**src/gpib_dio_map.vh**
```
/*
 * constants of the i/o command and format engine.
 * assumes inclusion by bare name.
 */
`ifndef GPIB_DIO_MAP_VH
`define GPIB_DIO_MAP_VH
// format codes
`define FMT_HEX 3'h0
`define FMT_NIB 3'h1
`define FMT_BIN 3'h2
`define FMT_DEC 3'h3
`define FMT_PACK 3'h4
`define FMT_FAST 3'h5
// command and data characters
`define CH_NONE 8'h00
`define CH_X 8'h58
`define CH_D 8'h44
`define CH_Z 8'h5a
`define CH_F 8'h46
`define CH_P 8'h50
`define CH_G 8'h47
`define CH_R 8'h52
`define CH_SEMI 8'h3b
`define CH_ZERO 8'h30
`define CH_A 8'h41
`define ASCII_HI 4'h3
// argument limits
`define MAX_FMT 8'h05
`define MAX_PORT 8'h05
`define MAX_FILT 8'h02
`define MAX_RMODE 8'h01
`define MAX_OUTCNT 3'h5
// talk filter codes
`define FILT_ALL 2'h0
`define FILT_IN 2'h1
`define FILT_OUT 2'h2
// port geometry and text lengths
`define NPORT 5
`define LAST_PORT 3'h4
`define TOP_PORT 3'h5
`define PORT_BITS 7'h08
`define NIB_BITS 7'h04
`define LEN_HEX 4'h2
`define LEN_BIN 4'h9
`define LEN_DEC 4'h3
`define LEN_RAW 4'h1
`define BIN_SEP_K 4'h4
`define DEC_BASE 12'h00a
`define DEC_MAX 12'h0ff
`define DEC_100 8'h64
`define DEC_10 8'h0a
`define PACK_BYTES 3'h5
// timing
`define STROBE_TEXT_NS 50000
`define STROBE_FAST_NS 15000
`define INHIBIT_CYC 4'h2
// register word indices, reset values and status bits
`define REG_CTRL 2'h0
`define REG_TERM 2'h1
`define REG_STAT 2'h2
`define CTRL_RST 6'h00
`define TERM_RST 16'h0a0d
`define STAT_CONF 9
`define STAT_OVR 10
`endif

```
**src/gpib_dio_pulse.v**
```verilog
/*
 * retriggerable strobe pulse stretcher.
 * assumes one-cycle start requests.
 */
`timescale 1ns/1ps
`default_nettype none
module gpib_dio_pulse #(
	parameter W = 10
) (
	// clock, reset, enable
	input wire clock,
	input wire rst_n,
	input wire ce,
	// request
	input wire start,
	input wire [W-1:0] len,
	// line
	output wire pulse
);
	reg [W-1:0] cnt_r; // cycles of pulse left

	// load on start, count down otherwise
	always @(posedge clock)
	begin
		if (!rst_n)
			cnt_r <= {W{1'b0}};
		else if (ce)
		begin
			if (start)
				cnt_r <= len; // restart wins over a running pulse
			else if (cnt_r != {W{1'b0}})
				cnt_r <= cnt_r - {{(W-1){1'b0}}, 1'b1};
		end
	end

	assign pulse = cnt_r != {W{1'b0}};
endmodule // gpib_dio_pulse
`default_nettype wire

```
**src/gpib_dio_regs.v**
```verilog
/*
 * avalon-mm slave, one wait state: control, terminator, status.
 * assumes a master that holds its request.
 */
`timescale 1ns/1ps
`default_nettype none
`include "gpib_dio_map.vh"
module gpib_dio_regs (
	// clock, reset, enable
	input wire clock,
	input wire rst_n,
	input wire ce,
	// avalon-mm slave
	input wire [1:0] avs_address,
	input wire avs_read,
	input wire avs_write,
	input wire [31:0] avs_writedata,
	input wire [3:0] avs_byteenable,
	output reg [31:0] avs_readdata,
	output wire avs_waitrequest,
	// engine side
	input wire [11:0] stat_in,
	output reg [5:0] ctrl_r,
	output reg [15:0] term_r,
	output wire clr_conf,
	output wire clr_ovr
);
	reg ack_r; // answer cycle of the current request
	wire req = avs_read | avs_write;
	wire fire = req & ack_r & ce; // edge at which the master sees the answer
	wire stat_wr = fire & avs_write & (avs_address == `REG_STAT) & avs_byteenable[1];

	assign avs_waitrequest = req & ~ack_r;
	// write one to clear the sticky error bits
	assign clr_conf = stat_wr & avs_writedata[`STAT_CONF];
	assign clr_ovr = stat_wr & avs_writedata[`STAT_OVR];

	// first cycle latches read data, second cycle completes
	always @(posedge clock)
	begin
		if (!rst_n)
		begin
			ack_r <= 1'b0;
			avs_readdata <= 32'h0;
			ctrl_r <= `CTRL_RST;
			term_r <= `TERM_RST;
		end
		else if (ce)
		begin
			ack_r <= req & ~ack_r;
			if (req & ~ack_r)
			begin
				case (avs_address)
					`REG_CTRL: avs_readdata <= {26'h0, ctrl_r};
					`REG_TERM: avs_readdata <= {16'h0, term_r};
					`REG_STAT: avs_readdata <= {20'h0, stat_in};
					default: avs_readdata <= 32'h0; // unmapped reads zero
				endcase
			end
			if (fire & avs_write & (avs_address == `REG_CTRL) & avs_byteenable[0])
				ctrl_r <= avs_writedata[5:0];
			if (fire & avs_write & (avs_address == `REG_TERM))
			begin
				if (avs_byteenable[0])
					term_r[7:0] <= avs_writedata[7:0];
				if (avs_byteenable[1])
					term_r[15:8] <= avs_writedata[15:8];
			end
		end
	end
endmodule // gpib_dio_regs
`default_nettype wire

```
**src/gpib_dio_command_format_engine.v**
```verilog
/*
 * command buffer, interpreter and format engine of a five-port i/o unit.
 * assumes a bus front end with valid/ready byte streams, talk and clear.
 */
// What this block does
// hold commands until execute
// any execute runs the buffer
// six data encodings
// hex text is default
// nibble text: low char bits
// binary text in semicolon groups
// decimal bytes 0-255
// text data framed by D, Z
// short data fills low bits
// overflow: conflict, drop string
// text data: 50us strobe
// talk: inhibit, sample, send
// text talk keeps zeros, terminators
// one reading per addressing
// packed listen: D, five bytes
// packed talk: five bytes, eoi
// fast binary: all bytes data
// fast frames strobe 15us
// fast select sent last, bare
// fast talk resamples after eoi
// no edge latch in fast
// device clear leaves fast
// talk filter selects ports
// port selector: all or one
// edge latch, overrun error
// execute in order, then empty
`timescale 1ns/1ps
`default_nettype none
`include "gpib_dio_map.vh"
module gpib_dio_command_format_engine #(
	parameter CLK_NS = 100,
	parameter BUF_AW = 5
) (
	// clock, reset, enable
	input wire clock,
	input wire rst_n,
	input wire ce,
	// avalon-mm register slave
	input wire [1:0] avs_address,
	input wire avs_read,
	input wire avs_write,
	input wire [31:0] avs_writedata,
	input wire [3:0] avs_byteenable,
	output wire [31:0] avs_readdata,
	output wire avs_waitrequest,
	// listened bytes
	input wire [7:0] rx_byte,
	input wire rx_eoi,
	input wire rx_valid,
	output wire rx_ready,
	// talked bytes
	input wire talk_addressed,
	output reg [7:0] tx_byte_r,
	output reg tx_eoi_r,
	output reg tx_valid_r,
	input wire tx_ready,
	// device clear
	input wire dev_clear,
	// digital ports and handshake lines
	input wire [39:0] port_in,
	output reg [39:0] port_out_r,
	output wire [39:0] port_oe,
	input wire external_data_ready,
	output wire data_strobe,
	output reg inhibit_r
);
	localparam [31:0] STB_T = `STROBE_TEXT_NS / CLK_NS; // text strobe cycles
	localparam [31:0] STB_F = `STROBE_FAST_NS / CLK_NS; // fast strobe cycles
	localparam [1:0] E_IDLE = 2'b01, E_RUN = 2'b10;
	localparam [5:0] T_IDLE = 6'h01, T_INH = 6'h02, T_FIRST = 6'h04;
	localparam [5:0] T_LOAD = 6'h08, T_SEND = 6'h10, T_DONE = 6'h20;
	localparam [1:0] PH_DATA = 2'h0, PH_SEP = 2'h1, PH_T0 = 2'h2, PH_T1 = 2'h3;

	// hex digit value of a character
	function [3:0] hex_val;
		input [7:0] c;
		reg [7:0] t;
		begin
			t = (c >= `CH_A) ? c - `CH_A + `DEC_10 : c - `CH_ZERO;
			hex_val = t[3:0];
		end
	endfunction

	// character of a hex digit
	function [7:0] hex_chr;
		input [3:0] n;
		begin
			hex_chr = (n < 4'ha) ? `CH_ZERO + {4'h0, n} : `CH_A + {4'h0, n} - `DEC_10;
		end
	endfunction

	// characters per port in a format
	function [3:0] plen;
		input [2:0] f;
		begin
			case (f)
				`FMT_HEX, `FMT_NIB: plen = `LEN_HEX;
				`FMT_BIN: plen = `LEN_BIN;
				`FMT_DEC: plen = `LEN_DEC;
				default: plen = `LEN_RAW;
			endcase
		end
	endfunction

	// k-th character of one port byte
	function [7:0] enc;
		input [2:0] f;
		input [7:0] b;
		input [3:0] k;
		reg [3:0] nb;
		reg [3:0] bi;
		reg [7:0] dd;
		begin
			nb = (k == 4'h0) ? b[7:4] : b[3:0];
			bi = (k < `BIN_SEP_K) ? 4'h7 - k : 4'h8 - k;
			dd = (k == 4'h0) ? b / `DEC_100 : (k == 4'h1) ? (b / `DEC_10) % `DEC_10 : b % `DEC_10;
			case (f)
				`FMT_HEX: enc = hex_chr(nb);
				`FMT_NIB: enc = {`ASCII_HI, nb};
				`FMT_BIN: enc = (k == `BIN_SEP_K) ? `CH_SEMI : `CH_ZERO + {7'h0, b[bi[2:0]]};
				`FMT_DEC: enc = `CH_ZERO + dd; // leading zeros kept
				default: enc = b;
			endcase
		end
	endfunction

	// next talked port below 'from', found bit on top
	function [3:0] next_port;
		input [2:0] from;
		input [2:0] ps;
		input [1:0] gf;
		input [2:0] oc;
		input [2:0] f;
		integer i;
		reg ok;
		begin
			next_port = 4'h0;
			for (i = 0; i < `NPORT; i = i + 1)
			begin
				if (f == `FMT_PACK || f == `FMT_FAST)
					ok = 1'b1; // binary talk always sends all five
				else if (ps != 3'h0)
					ok = (i == ps - 3'h1);
				else
					ok = (gf == `FILT_ALL) | ((gf == `FILT_IN) & (i >= oc))
						| ((gf == `FILT_OUT) & (i < oc));
				if (ok && i < from)
					next_port = {1'b1, i[2:0]};
			end
		end
	endfunction

	// register file
	wire [5:0] ctrl;
	wire [15:0] term;
	wire clr_conf;
	wire clr_ovr;
	wire [2:0] ocnt = (ctrl[2:0] > `MAX_OUTCNT) ? `MAX_OUTCNT : ctrl[2:0]; // output port count
	wire eoi_dis = ctrl[3]; // no eoi after text output
	wire [1:0] term_en = ctrl[5:4]; // terminator characters enabled

	// live settings and command buffer
	reg [2:0] fmt_r, psel_r;
	reg [1:0] filt_r;
	reg edge_r; // edge latched read mode
	reg [7:0] buf_r [0:(1<<BUF_AW)-1];
	reg [BUF_AW-1:0] wr_ptr_r, rd_ptr_r;
	reg [1:0] est_r;
	reg [2:0] raw_cnt_r; // raw packed bytes left
	reg [2:0] fidx_r; // next fast byte, 0 is port five
	// working copies, committed only if the string is clean
	reg [2:0] w_fmt_r, w_psel_r;
	reg [1:0] w_filt_r;
	reg w_edge_r, w_conf_r, w_strb_r;
	reg [39:0] w_out_r;
	// parser state
	reg [7:0] pend_r; // command letter awaiting its argument
	reg [39:0] acc_r;
	reg [6:0] cnt_r; // data bits received
	reg [11:0] grp_r; // binary group or decimal number
	reg g_any_r;
	reg [2:0] pk_r;
	reg conflict_r, overrun_r;
	reg stb_go_r;
	reg [9:0] stb_len_r;

	wire fast = fmt_r == `FMT_FAST;
	wire buf_full = &wr_ptr_r;
	wire [7:0] cur = buf_r[rd_ptr_r];
	wire [7:0] dsub = cur - `CH_ZERO; // argument digit
	wire sep = (cur == `CH_SEMI) | (cur == `CH_Z);
	wire [6:0] lim = (w_psel_r != 3'h0) ? `PORT_BITS : {1'b0, ocnt, 3'h0};
	wire [5:0] pbase = {w_psel_r - 3'h1, 3'h0};
	wire [5:0] kbase = {`LAST_PORT - pk_r, 3'h0};
	wire [5:0] fbase = {`LAST_PORT - fidx_r, 3'h0};
	wire run_end = (est_r == E_RUN) & (rd_ptr_r == wr_ptr_r);
	wire conf_set = run_end & w_conf_r & ~dev_clear & ~fast;
	wire [39:0] om;
	genvar g;
	generate
		for (g = 0; g < `NPORT; g = g + 1)
		begin : gen_oe
			assign om[g*8 +: 8] = {8{g < ocnt}}; // low ports are outputs
		end
	endgenerate
	assign port_oe = om;
	assign rx_ready = fast | ((est_r == E_IDLE) & ~buf_full);

	// text data character decode
	reg [6:0] d_n;
	reg [7:0] d_val;
	reg [11:0] g_nxt;
	reg d_bad;
	reg [39:0] acc_nxt;
	always @*
	begin
		d_n = 7'h0;
		d_val = 8'h0;
		g_nxt = grp_r;
		d_bad = 1'b0;
		case (w_fmt_r)
			`FMT_HEX, `FMT_NIB:
				if (cur != `CH_Z)
				begin
					d_n = `NIB_BITS;
					d_val = {4'h0, (w_fmt_r == `FMT_HEX) ? hex_val(cur) : cur[3:0]};
				end
			`FMT_BIN:
				if (sep)
				begin
					g_nxt = 12'h0;
					if (g_any_r)
					begin
						d_n = `NIB_BITS; // short group keeps its omitted leading zeros
						d_val = {4'h0, grp_r[3:0]};
						d_bad = grp_r[11:4] != 8'h0;
					end
				end
				else
					g_nxt = {grp_r[10:0], cur[0]};
			`FMT_DEC:
				if (sep)
				begin
					g_nxt = 12'h0;
					if (g_any_r)
					begin
						d_n = `PORT_BITS;
						d_val = grp_r[7:0];
						d_bad = grp_r > `DEC_MAX;
					end
				end
				else
					g_nxt = (grp_r > `DEC_MAX) ? grp_r : grp_r * `DEC_BASE + {4'h0, dsub};
			default: d_n = 7'h0;
		endcase
		acc_nxt = (d_n != 7'h0) ? (acc_r << d_n) | {32'h0, d_val} : acc_r;
	end

	// listen, buffer, execute and fast binary intake
	always @(posedge clock)
	begin
		if (!rst_n)
		begin
			fmt_r <= `FMT_HEX;
			psel_r <= 3'h0;
			filt_r <= `FILT_ALL;
			edge_r <= 1'b0;
			port_out_r <= 40'h0;
			wr_ptr_r <= {BUF_AW{1'b0}};
			rd_ptr_r <= {BUF_AW{1'b0}};
			est_r <= E_IDLE;
			raw_cnt_r <= 3'h0;
			fidx_r <= 3'h0;
			// working copies and pending letter load on execute, parser data on its command letter, so need no reset
			conflict_r <= 1'b0;
			stb_go_r <= 1'b0;
			stb_len_r <= 10'h0;
		end
		else if (ce)
		begin
			stb_go_r <= 1'b0;
			conflict_r <= conf_set | (conflict_r & ~clr_conf); // set wins over clear
			if (dev_clear)
			begin
				// only way out of fast binary; other settings stay
				est_r <= E_IDLE;
				wr_ptr_r <= {BUF_AW{1'b0}};
				raw_cnt_r <= 3'h0;
				fidx_r <= 3'h0;
				if (fast)
					fmt_r <= `FMT_HEX;
			end
			else if (fast)
			begin
				// every byte is port data, commands included
				if (rx_valid)
				begin
					port_out_r[fbase +: 8] <= rx_byte;
					if (fidx_r == `LAST_PORT || rx_eoi)
					begin
						fidx_r <= 3'h0;
						stb_go_r <= 1'b1;
						stb_len_r <= STB_F[9:0];
					end
					else
						fidx_r <= fidx_r + 3'h1;
				end
			end
			else
				case (est_r)
					E_IDLE:
						if (rx_valid & ~buf_full)
						begin
							if (raw_cnt_r == 3'h0 && rx_byte == `CH_X)
							begin
								// each execute runs what is stored so far
								est_r <= E_RUN;
								rd_ptr_r <= {BUF_AW{1'b0}};
								w_fmt_r <= fmt_r;
								w_psel_r <= psel_r;
								w_filt_r <= filt_r;
								w_edge_r <= edge_r;
								w_out_r <= port_out_r;
								w_conf_r <= 1'b0;
								w_strb_r <= 1'b0;
								pend_r <= `CH_NONE;
							end
							else
							begin
								// held, no action yet; packed data may even be an execute
								buf_r[wr_ptr_r] <= rx_byte;
								wr_ptr_r <= wr_ptr_r + 1'b1;
								if (raw_cnt_r != 3'h0)
									raw_cnt_r <= raw_cnt_r - 3'h1;
								else if (fmt_r == `FMT_PACK && rx_byte == `CH_D)
									raw_cnt_r <= `PACK_BYTES;
							end
						end
					E_RUN:
						if (run_end)
						begin
							// commit the whole string or none of it
							if (!w_conf_r)
							begin
								fmt_r <= w_fmt_r;
								psel_r <= w_psel_r;
								filt_r <= w_filt_r;
								edge_r <= w_edge_r;
								port_out_r <= w_out_r;
								fidx_r <= 3'h0;
								if (w_strb_r)
								begin
									stb_go_r <= 1'b1;
									stb_len_r <= STB_T[9:0];
								end
							end
							wr_ptr_r <= {BUF_AW{1'b0}};
							est_r <= E_IDLE;
						end
						else
						begin
							rd_ptr_r <= rd_ptr_r + 1'b1; // oldest first
							if (pend_r == `CH_D && w_fmt_r == `FMT_PACK)
							begin
								// port five first, inputs dropped, unchecked
								if (om[kbase])
									w_out_r[kbase +: 8] <= cur;
								if (pk_r == `LAST_PORT)
									pend_r <= `CH_NONE;
								else
									pk_r <= pk_r + 3'h1;
							end
							else if (pend_r == `CH_D)
							begin
								// text data between D and Z
								if (d_n != 7'h0 && ({1'b0, cnt_r} + {1'b0, d_n} > {1'b0, lim} || d_bad))
									w_conf_r <= 1'b1;
								acc_r <= acc_nxt;
								cnt_r <= cnt_r + d_n;
								grp_r <= g_nxt;
								g_any_r <= ~sep;
								if (cur == `CH_Z)
								begin
									pend_r <= `CH_NONE;
									w_strb_r <= 1'b1;
									// data in low bits, rest cleared
									if (w_psel_r != 3'h0)
										w_out_r[pbase +: 8] <= acc_nxt[7:0];
									else
										w_out_r <= acc_nxt;
								end
							end
							else if (pend_r != `CH_NONE)
							begin
								pend_r <= `CH_NONE;
								case (pend_r)
									`CH_F: if (dsub <= `MAX_FMT) w_fmt_r <= dsub[2:0];
									`CH_P: if (dsub <= `MAX_PORT) w_psel_r <= dsub[2:0];
									`CH_G: if (dsub <= `MAX_FILT) w_filt_r <= dsub[1:0];
									`CH_R: if (dsub <= `MAX_RMODE) w_edge_r <= dsub[0];
									default: pend_r <= `CH_NONE;
								endcase
							end
							else if (cur == `CH_F || cur == `CH_P || cur == `CH_G || cur == `CH_R
								|| cur == `CH_D)
							begin
								pend_r <= cur;
								acc_r <= 40'h0;
								cnt_r <= 7'h0;
								grp_r <= 12'h0;
								g_any_r <= 1'b0;
								pk_r <= 3'h0;
							end
						end
					default: est_r <= E_IDLE;
				endcase
		end
	end

	// talk side state
	reg [5:0] tst_r;
	reg [3:0] inh_cnt_r;
	reg [39:0] snap_r, latch_r;
	reg latch_v_r, edr_d_r;
	reg [2:0] tport_r;
	reg [3:0] tk_r;
	reg [1:0] ph_r;
	wire text = fmt_r < `FMT_PACK;
	wire latch_on = edge_r & ~fast;
	wire edr_rise = external_data_ready & ~edr_d_r;
	wire consume = (tst_r == T_IDLE) & talk_addressed & latch_on & latch_v_r;
	wire [39:0] live_val = (port_out_r & om) | (port_in & ~om);
	wire [3:0] first_p = next_port(`TOP_PORT, psel_r, filt_r, ocnt, fmt_r);
	wire [3:0] np = next_port(tport_r, psel_r, filt_r, ocnt, fmt_r);
	wire [7:0] tbyte = snap_r[{tport_r, 3'h0} +: 8];
	wire eoi_ok = ~eoi_dis | ~text; // binary formats always end with eoi

	// position after the current talk character
	reg [1:0] a_ph;
	reg [2:0] a_port;
	reg [3:0] a_k;
	reg a_end;
	always @*
	begin
		a_ph = ph_r;
		a_port = tport_r;
		a_k = 4'h0;
		a_end = 1'b0;
		case (ph_r)
			PH_DATA:
				if (tk_r + 4'h1 < plen(fmt_r))
					a_k = tk_r + 4'h1;
				else if (np[3] && (fmt_r == `FMT_BIN || fmt_r == `FMT_DEC))
					a_ph = PH_SEP;
				else if (np[3])
					a_port = np[2:0];
				else if (text && term_en[0])
					a_ph = PH_T0;
				else if (text && term_en[1])
					a_ph = PH_T1;
				else
					a_end = 1'b1;
			PH_SEP:
			begin
				a_ph = PH_DATA;
				a_port = np[2:0];
			end
			PH_T0:
				if (term_en[1])
					a_ph = PH_T1;
				else
					a_end = 1'b1;
			default: a_end = 1'b1;
		endcase
	end

	// sample, encode and send on talk
	always @(posedge clock)
	begin
		if (!rst_n)
		begin
			tst_r <= T_IDLE;
			// sample and position registers load before use
			latch_v_r <= 1'b0;
			edr_d_r <= 1'b0;
			overrun_r <= 1'b0;
			tx_byte_r <= 8'h0;
			tx_eoi_r <= 1'b0;
			tx_valid_r <= 1'b0;
			inhibit_r <= 1'b0;
		end
		else if (ce)
		begin
			edr_d_r <= external_data_ready;
			// edge on unread data: overrun, ignored
			overrun_r <= (edr_rise & latch_on & latch_v_r & ~consume) | (overrun_r & ~clr_ovr);
			if (edr_rise & latch_on & ~latch_v_r)
			begin
				latch_r <= live_val;
				latch_v_r <= 1'b1;
			end
			else if (consume)
				latch_v_r <= 1'b0;
			if (tst_r != T_IDLE && !talk_addressed)
			begin
				// unaddressed mid-transfer: drop the rest
				tst_r <= T_IDLE;
				tx_valid_r <= 1'b0;
				tx_eoi_r <= 1'b0;
				inhibit_r <= 1'b0;
			end
			else
				case (tst_r)
					T_IDLE:
						if (talk_addressed)
						begin
							if (latch_on)
							begin
								if (latch_v_r)
								begin
									snap_r <= latch_r; // waits for an edge before
									tst_r <= T_FIRST;
								end
							end
							else
							begin
								inhibit_r <= 1'b1;
								inh_cnt_r <= 4'h0;
								tst_r <= T_INH;
							end
						end
					T_INH:
						if (inh_cnt_r == `INHIBIT_CYC - 4'h1)
						begin
							snap_r <= live_val; // all ports at once
							inhibit_r <= 1'b0;
							tst_r <= T_FIRST;
						end
						else
							inh_cnt_r <= inh_cnt_r + 4'h1;
					T_FIRST:
						if (first_p[3])
						begin
							tport_r <= first_p[2:0];
							tk_r <= 4'h0;
							ph_r <= PH_DATA;
							tst_r <= T_LOAD;
						end
						else
							tst_r <= T_DONE; // nothing selected: talker stays silent
					T_LOAD:
					begin
						case (ph_r)
							PH_DATA: tx_byte_r <= enc(fmt_r, tbyte, tk_r);
							PH_SEP: tx_byte_r <= `CH_SEMI;
							PH_T0: tx_byte_r <= term[7:0];
							default: tx_byte_r <= term[15:8];
						endcase
						tx_eoi_r <= a_end & eoi_ok;
						tx_valid_r <= 1'b1;
						tst_r <= T_SEND;
					end
					T_SEND:
						if (tx_ready)
						begin
							tx_valid_r <= 1'b0;
							tx_eoi_r <= 1'b0;
							if (!a_end)
							begin
								ph_r <= a_ph;
								tport_r <= a_port;
								tk_r <= a_k;
								tst_r <= T_LOAD;
							end
							else if (fast)
							begin
								inhibit_r <= 1'b1; // resample at once
								inh_cnt_r <= 4'h0;
								tst_r <= T_INH;
							end
							else
								tst_r <= T_DONE;
						end
					T_DONE: tst_r <= T_DONE; // left only by unaddressing
					default: tst_r <= T_IDLE;
				endcase
		end
	end

	gpib_dio_regs u_regs (
		.clock(clock),
		.rst_n(rst_n),
		.ce(ce),
		.avs_address(avs_address),
		.avs_read(avs_read),
		.avs_write(avs_write),
		.avs_writedata(avs_writedata),
		.avs_byteenable(avs_byteenable),
		.avs_readdata(avs_readdata),
		.avs_waitrequest(avs_waitrequest),
		.stat_in({est_r == E_RUN, overrun_r, conflict_r, edge_r, filt_r, psel_r, fmt_r}),
		.ctrl_r(ctrl),
		.term_r(term),
		.clr_conf(clr_conf),
		.clr_ovr(clr_ovr)
	);

	gpib_dio_pulse #(.W(10)) u_strobe (
		.clock(clock),
		.rst_n(rst_n),
		.ce(ce),
		.start(stb_go_r),
		.len(stb_len_r),
		.pulse(data_strobe)
	);
endmodule // gpib_dio_command_format_engine
`default_nettype wire

```
**config.mk**
```make
export PLATFORM = sky130hd
export DESIGN_NAME = gpib_dio_command_format_engine
export DESIGN_NICKNAME = d
export VERILOG_FILES = /design/src/gpib_dio_pulse.v /design/src/gpib_dio_regs.v /design/src/gpib_dio_command_format_engine.v
export VERILOG_INCLUDE_DIRS = /design/src
export SDC_FILE = /design/constraint.sdc
export NUM_CORES = 1
export LEC_CHECK = 0
export ABC_CLOCK_PERIOD_IN_PS = 25600
export BUFFER_PORTS_ARGS = -buffer_cell sky130_fd_sc_hd__buf_2
export CAP_MARGIN = 15
export CORE_MARGIN = 4
export CORE_UTILIZATION = 60
export CTS_CLUSTER_DIAMETER = 100
export DETAILED_ROUTE_END_ITERATION = 16
export PLACE_DENSITY = 0.88
export SYNTH_ARGS = -nofsm -noshare
export SYNTH_HDL_FRONTEND = slang
export SYNTH_SLANG_ARGS = --single-unit
```
**constraint.sdc**
```tcl
create_clock -name clock -period 25.6 [get_ports clock]
set_clock_uncertainty 0.05 [all_clocks]
set_input_delay 5.12 -clock clock [delete_from_list [all_inputs] [get_ports clock]]
set_output_delay 5.12 -clock clock [all_outputs]
set_load 0.01 [all_outputs]
```
==> results.toml <==
[outcome]
status = "complete, no violations"

[route]
first_pass_iters = 7
vias_per_cell = 6.679
drc = 0
via_count = 24440
detail_route.iter0.violations = 2970
ant_nets = 0
routed_wl_mm = 94.21
wire_per_inst_um = 25.75

[sta]
fmax_mhz = 92.54
hold_viol_final = 0
slew_viol_final = 0
final.setup.tns_ps = 0
min_period_ps = 10810
fin_crit_sh = 0.4221
setup_ws_ps = 14790
rsz0062_at_grt = "no"
max_slew.worst_pin.slew_ps = 1268
setup_viol = 0
relSlewSlack = 0.1468

[cts]
cts_hold_buffers = 0
cts-buffers-inserted = 66
cts_max_path_buffers = 3
clock-root-buffer = "clkbuf_16"
cts_resized = 0
clkSinkCount = 615
path_clk_slew_ps = 60
post_cts_buffers = 0
cts_tree = "built"
htreeDepth = 3
insertion_delay_ps = 620

[logic_synthesis]
synth_top_cell_by_area = "edfxtp_1"
synth_xor_area_frac = 0.01486
synth_compound_area_frac = 0.1347
synth_edf_count = 469
synthFlopType = "edfxtp_1"
async_flop_share = 0
synthSimpleGateAreaFrac = 0.1371
synth_cells = 2805
synth_cell_types = 115
muxShareOfSynthArea = 0.1097
netlist_area_mm2 = 0.03233
yosysWarnings = 0
ys_top_cells_by_count = "edfxtp_1 (469), nand2_1 (326), nor2_1 (256)"
synth-adder-area-share = 0.03704
synth.most_common_cell = "edfxtp_1"
synth_area_leaders = "edfxtp_1 (44%), dfxtp_1 (9.0%), mux4_2 (5.7%)"
synth_top_family_by_area = "simple AND/OR/NAND/NOR gates"
synth-seq-cells = 615
synth_top_area_share = 0.4357
ys_seq_area_frac = 0.5261
avgSynthCellArea_um2 = 11.52

[floorplan]
rows = 84
num_io_pins = 223
die_w_um = 240.1
fp.coreArea_mm2 = 0.05297
die_h_um = 240.1
initial_core_util = 0.6103
dieArea_mm2 = 0.05766

[placed_design]
numPortBuffers = 188
dpl.hpwl_mm = 64.02
place_congestion = 0.9868
dpl_worst_slack_ps = 14800

[hold_path]
hold_path.class = "reg -> reg"

[global_route]
antenna_found_initial = 2
grt_pass1_wl_mm = 141.1
grt.total_usage = 0.3191
globalRouteOverflowTotal = 0
grt_pass1_vias = 23820
grt_max_degree = 80

[flow_run]
cap_violations = 0

[pwr]
powerDensity_mw_per_mm2 = 59.65
netSwitchingFraction = 0.2274
vdd_drop_max_v = 0.00007864
p_int_mw = 1.640
switching_power_uw = 482.8
pwr-share-seq = 0.511
combPwrFrac = 0.053
leakage_nw = 13.56
pwr-share-clk = 0.436

[worst_setup_path]
arrival_ps = 5640
timing.rr.end = "w_conf_r$_DFFE_PP_"
endpoint_kind = "primary output"
start_kind = "input pin"
crit_start = "avs_write"
critPathKind = "in -> out"
r2r_setup_slack_ps = 17990
path_max_fanout = 3
worstSetupEndpoint = "avs_waitrequest"
r2r_cells = 23
cp.required_ps = 20430

[cells_and_area]
nets = 3108
drive_above_1_share = 0.1877
syn_to_final_growth_pct = 10.09
-- power groups by stage --
stage | registers (mW) | clock network, mW | logic, mW
2_1_floorplan | 1.10 | 0 | 0.0711
3_3_place_gp | 1.11 | 0 | 0.104
3_5_place_dp | 1.11 | 0 | 0.109
6_report | 1.09 | 0.925 | 0.112
5_1_grt | 1.09 | 0.971 | 0.123
4_1_cts | 1.08 | 0.928 | 0.110
-- critical path, stage by stage --
cell,delay [ps]
buf_2,120
nor2_1,170
nor2_1,80
buf_2,140
-- placed cells by master (no fill, tap or decap), types with 34 or more instances in the layout --
cell type  instances
inv_1             60
edfxtp_1         469
dfxtp_1          144
mux2i_1          106
buf_2            187
ha_1              90
mux2_2            46
buf_4             38
nor2_1           254
nand2_1          326
o21ai_0          102
a21oi_1          133
xnor2_1           34
nor3_1            34
nor2b_1           61
mux4_2            82
nand3_1           46
clkbuf_16         69
a22oi_1           66
and2_1            46
-- how the worst min path moves through the flow --
| stage | start | endpoint | slack, ps | depth (start not counted) |
|---|---|---|---|---|
| floorplan | raw_cnt_r[1]$_SDFFE_PN0P_ | raw_cnt_r[1]$_SDFFE_PN0P_ | 390 | 2 |
| global placement | u_regs.avs_readdata[15]$_SDFFE_PN0P_ | u_regs.avs_readdata[15]$_SDFFE_PN0P_ | 400 | 2 |
| detailed placement | u_regs.avs_readdata[13]$_SDFFE_PN0P_ | u_regs.avs_readdata[13]$_SDFFE_PN0P_ | 410 | 2 |
| CTS | u_regs.avs_readdata[13]$_SDFFE_PN0P_ | u_regs.avs_readdata[13]$_SDFFE_PN0P_ | 420 | 2 |
| global route | u_regs.avs_readdata[13]$_SDFFE_PN0P_ | u_regs.avs_readdata[13]$_SDFFE_PN0P_ | 440 | 2 |
| finish | u_regs.avs_readdata[15]$_SDFFE_PN0P_ | u_regs.avs_readdata[15]$_SDFFE_PN0P_ | 420 | 2 |
-- sequential cells by signal, indices dropped and copies added, names as in the netlist, 16 cells and up, named ones only --
name                 count
u_regs.term_r           16
port_out_r              40
acc_r                   40
latch_r                 40
buf_r                  256
w_out_r                 40
snap_r                  40
u_regs.avs_readdata     16
-- layer usage --
layer,vias up,global-route usage,part of all wire
li1,10680,-,-
met1,11850,0.3903,0.35
met2,1573,0.5417,0.50
met3,332,0.06079,0.091
met4,0,0.1667,0.059
met5,-,0,0
-- per-stage QoR --
step           std cells  hold WS [ps]  utilization  power [mW]  cell area [µm²]
3_5_place_dp        3533         413.2       0.6314       1.215            33450
6_report            3659         421.8       0.6718       2.123            35590
2_1_floorplan       2820         390.9            -       1.175            32380
4_1_cts             3651         421.4       0.6705       2.123            35520
3_3_place_gp        3533         399.8       0.6314       1.210            33450
5_1_grt             3656         441.2       0.6717       2.180            35580
-- layout make-up --
cell class	instances	area (µm²)
inverters	69	260.3
clock inverters	30	222.7
diodes	3	7.507
fillers	3651	17380
flip-flops and latches	615	17010
well taps	688	860.8
clock buffers	88	1848
multi-input cells	1937	14100
repair buffers	229	1275
-- kinds of logic (layout without fill, tap and decap cells) --
family | count (synthesis) | in the layout
xor gates and xnor gates | 54 | 54
adders and majority gates | 94 | 94
AOI/OAI and AO/OA | 605 | 605
other | 1 | 19
DFF | 615 | 615
buffers and inverters | 268 | 416
and+or+nand+nor | 926 | 926
muxes | 242 | 242
Power figures use the tool's default switching activity.
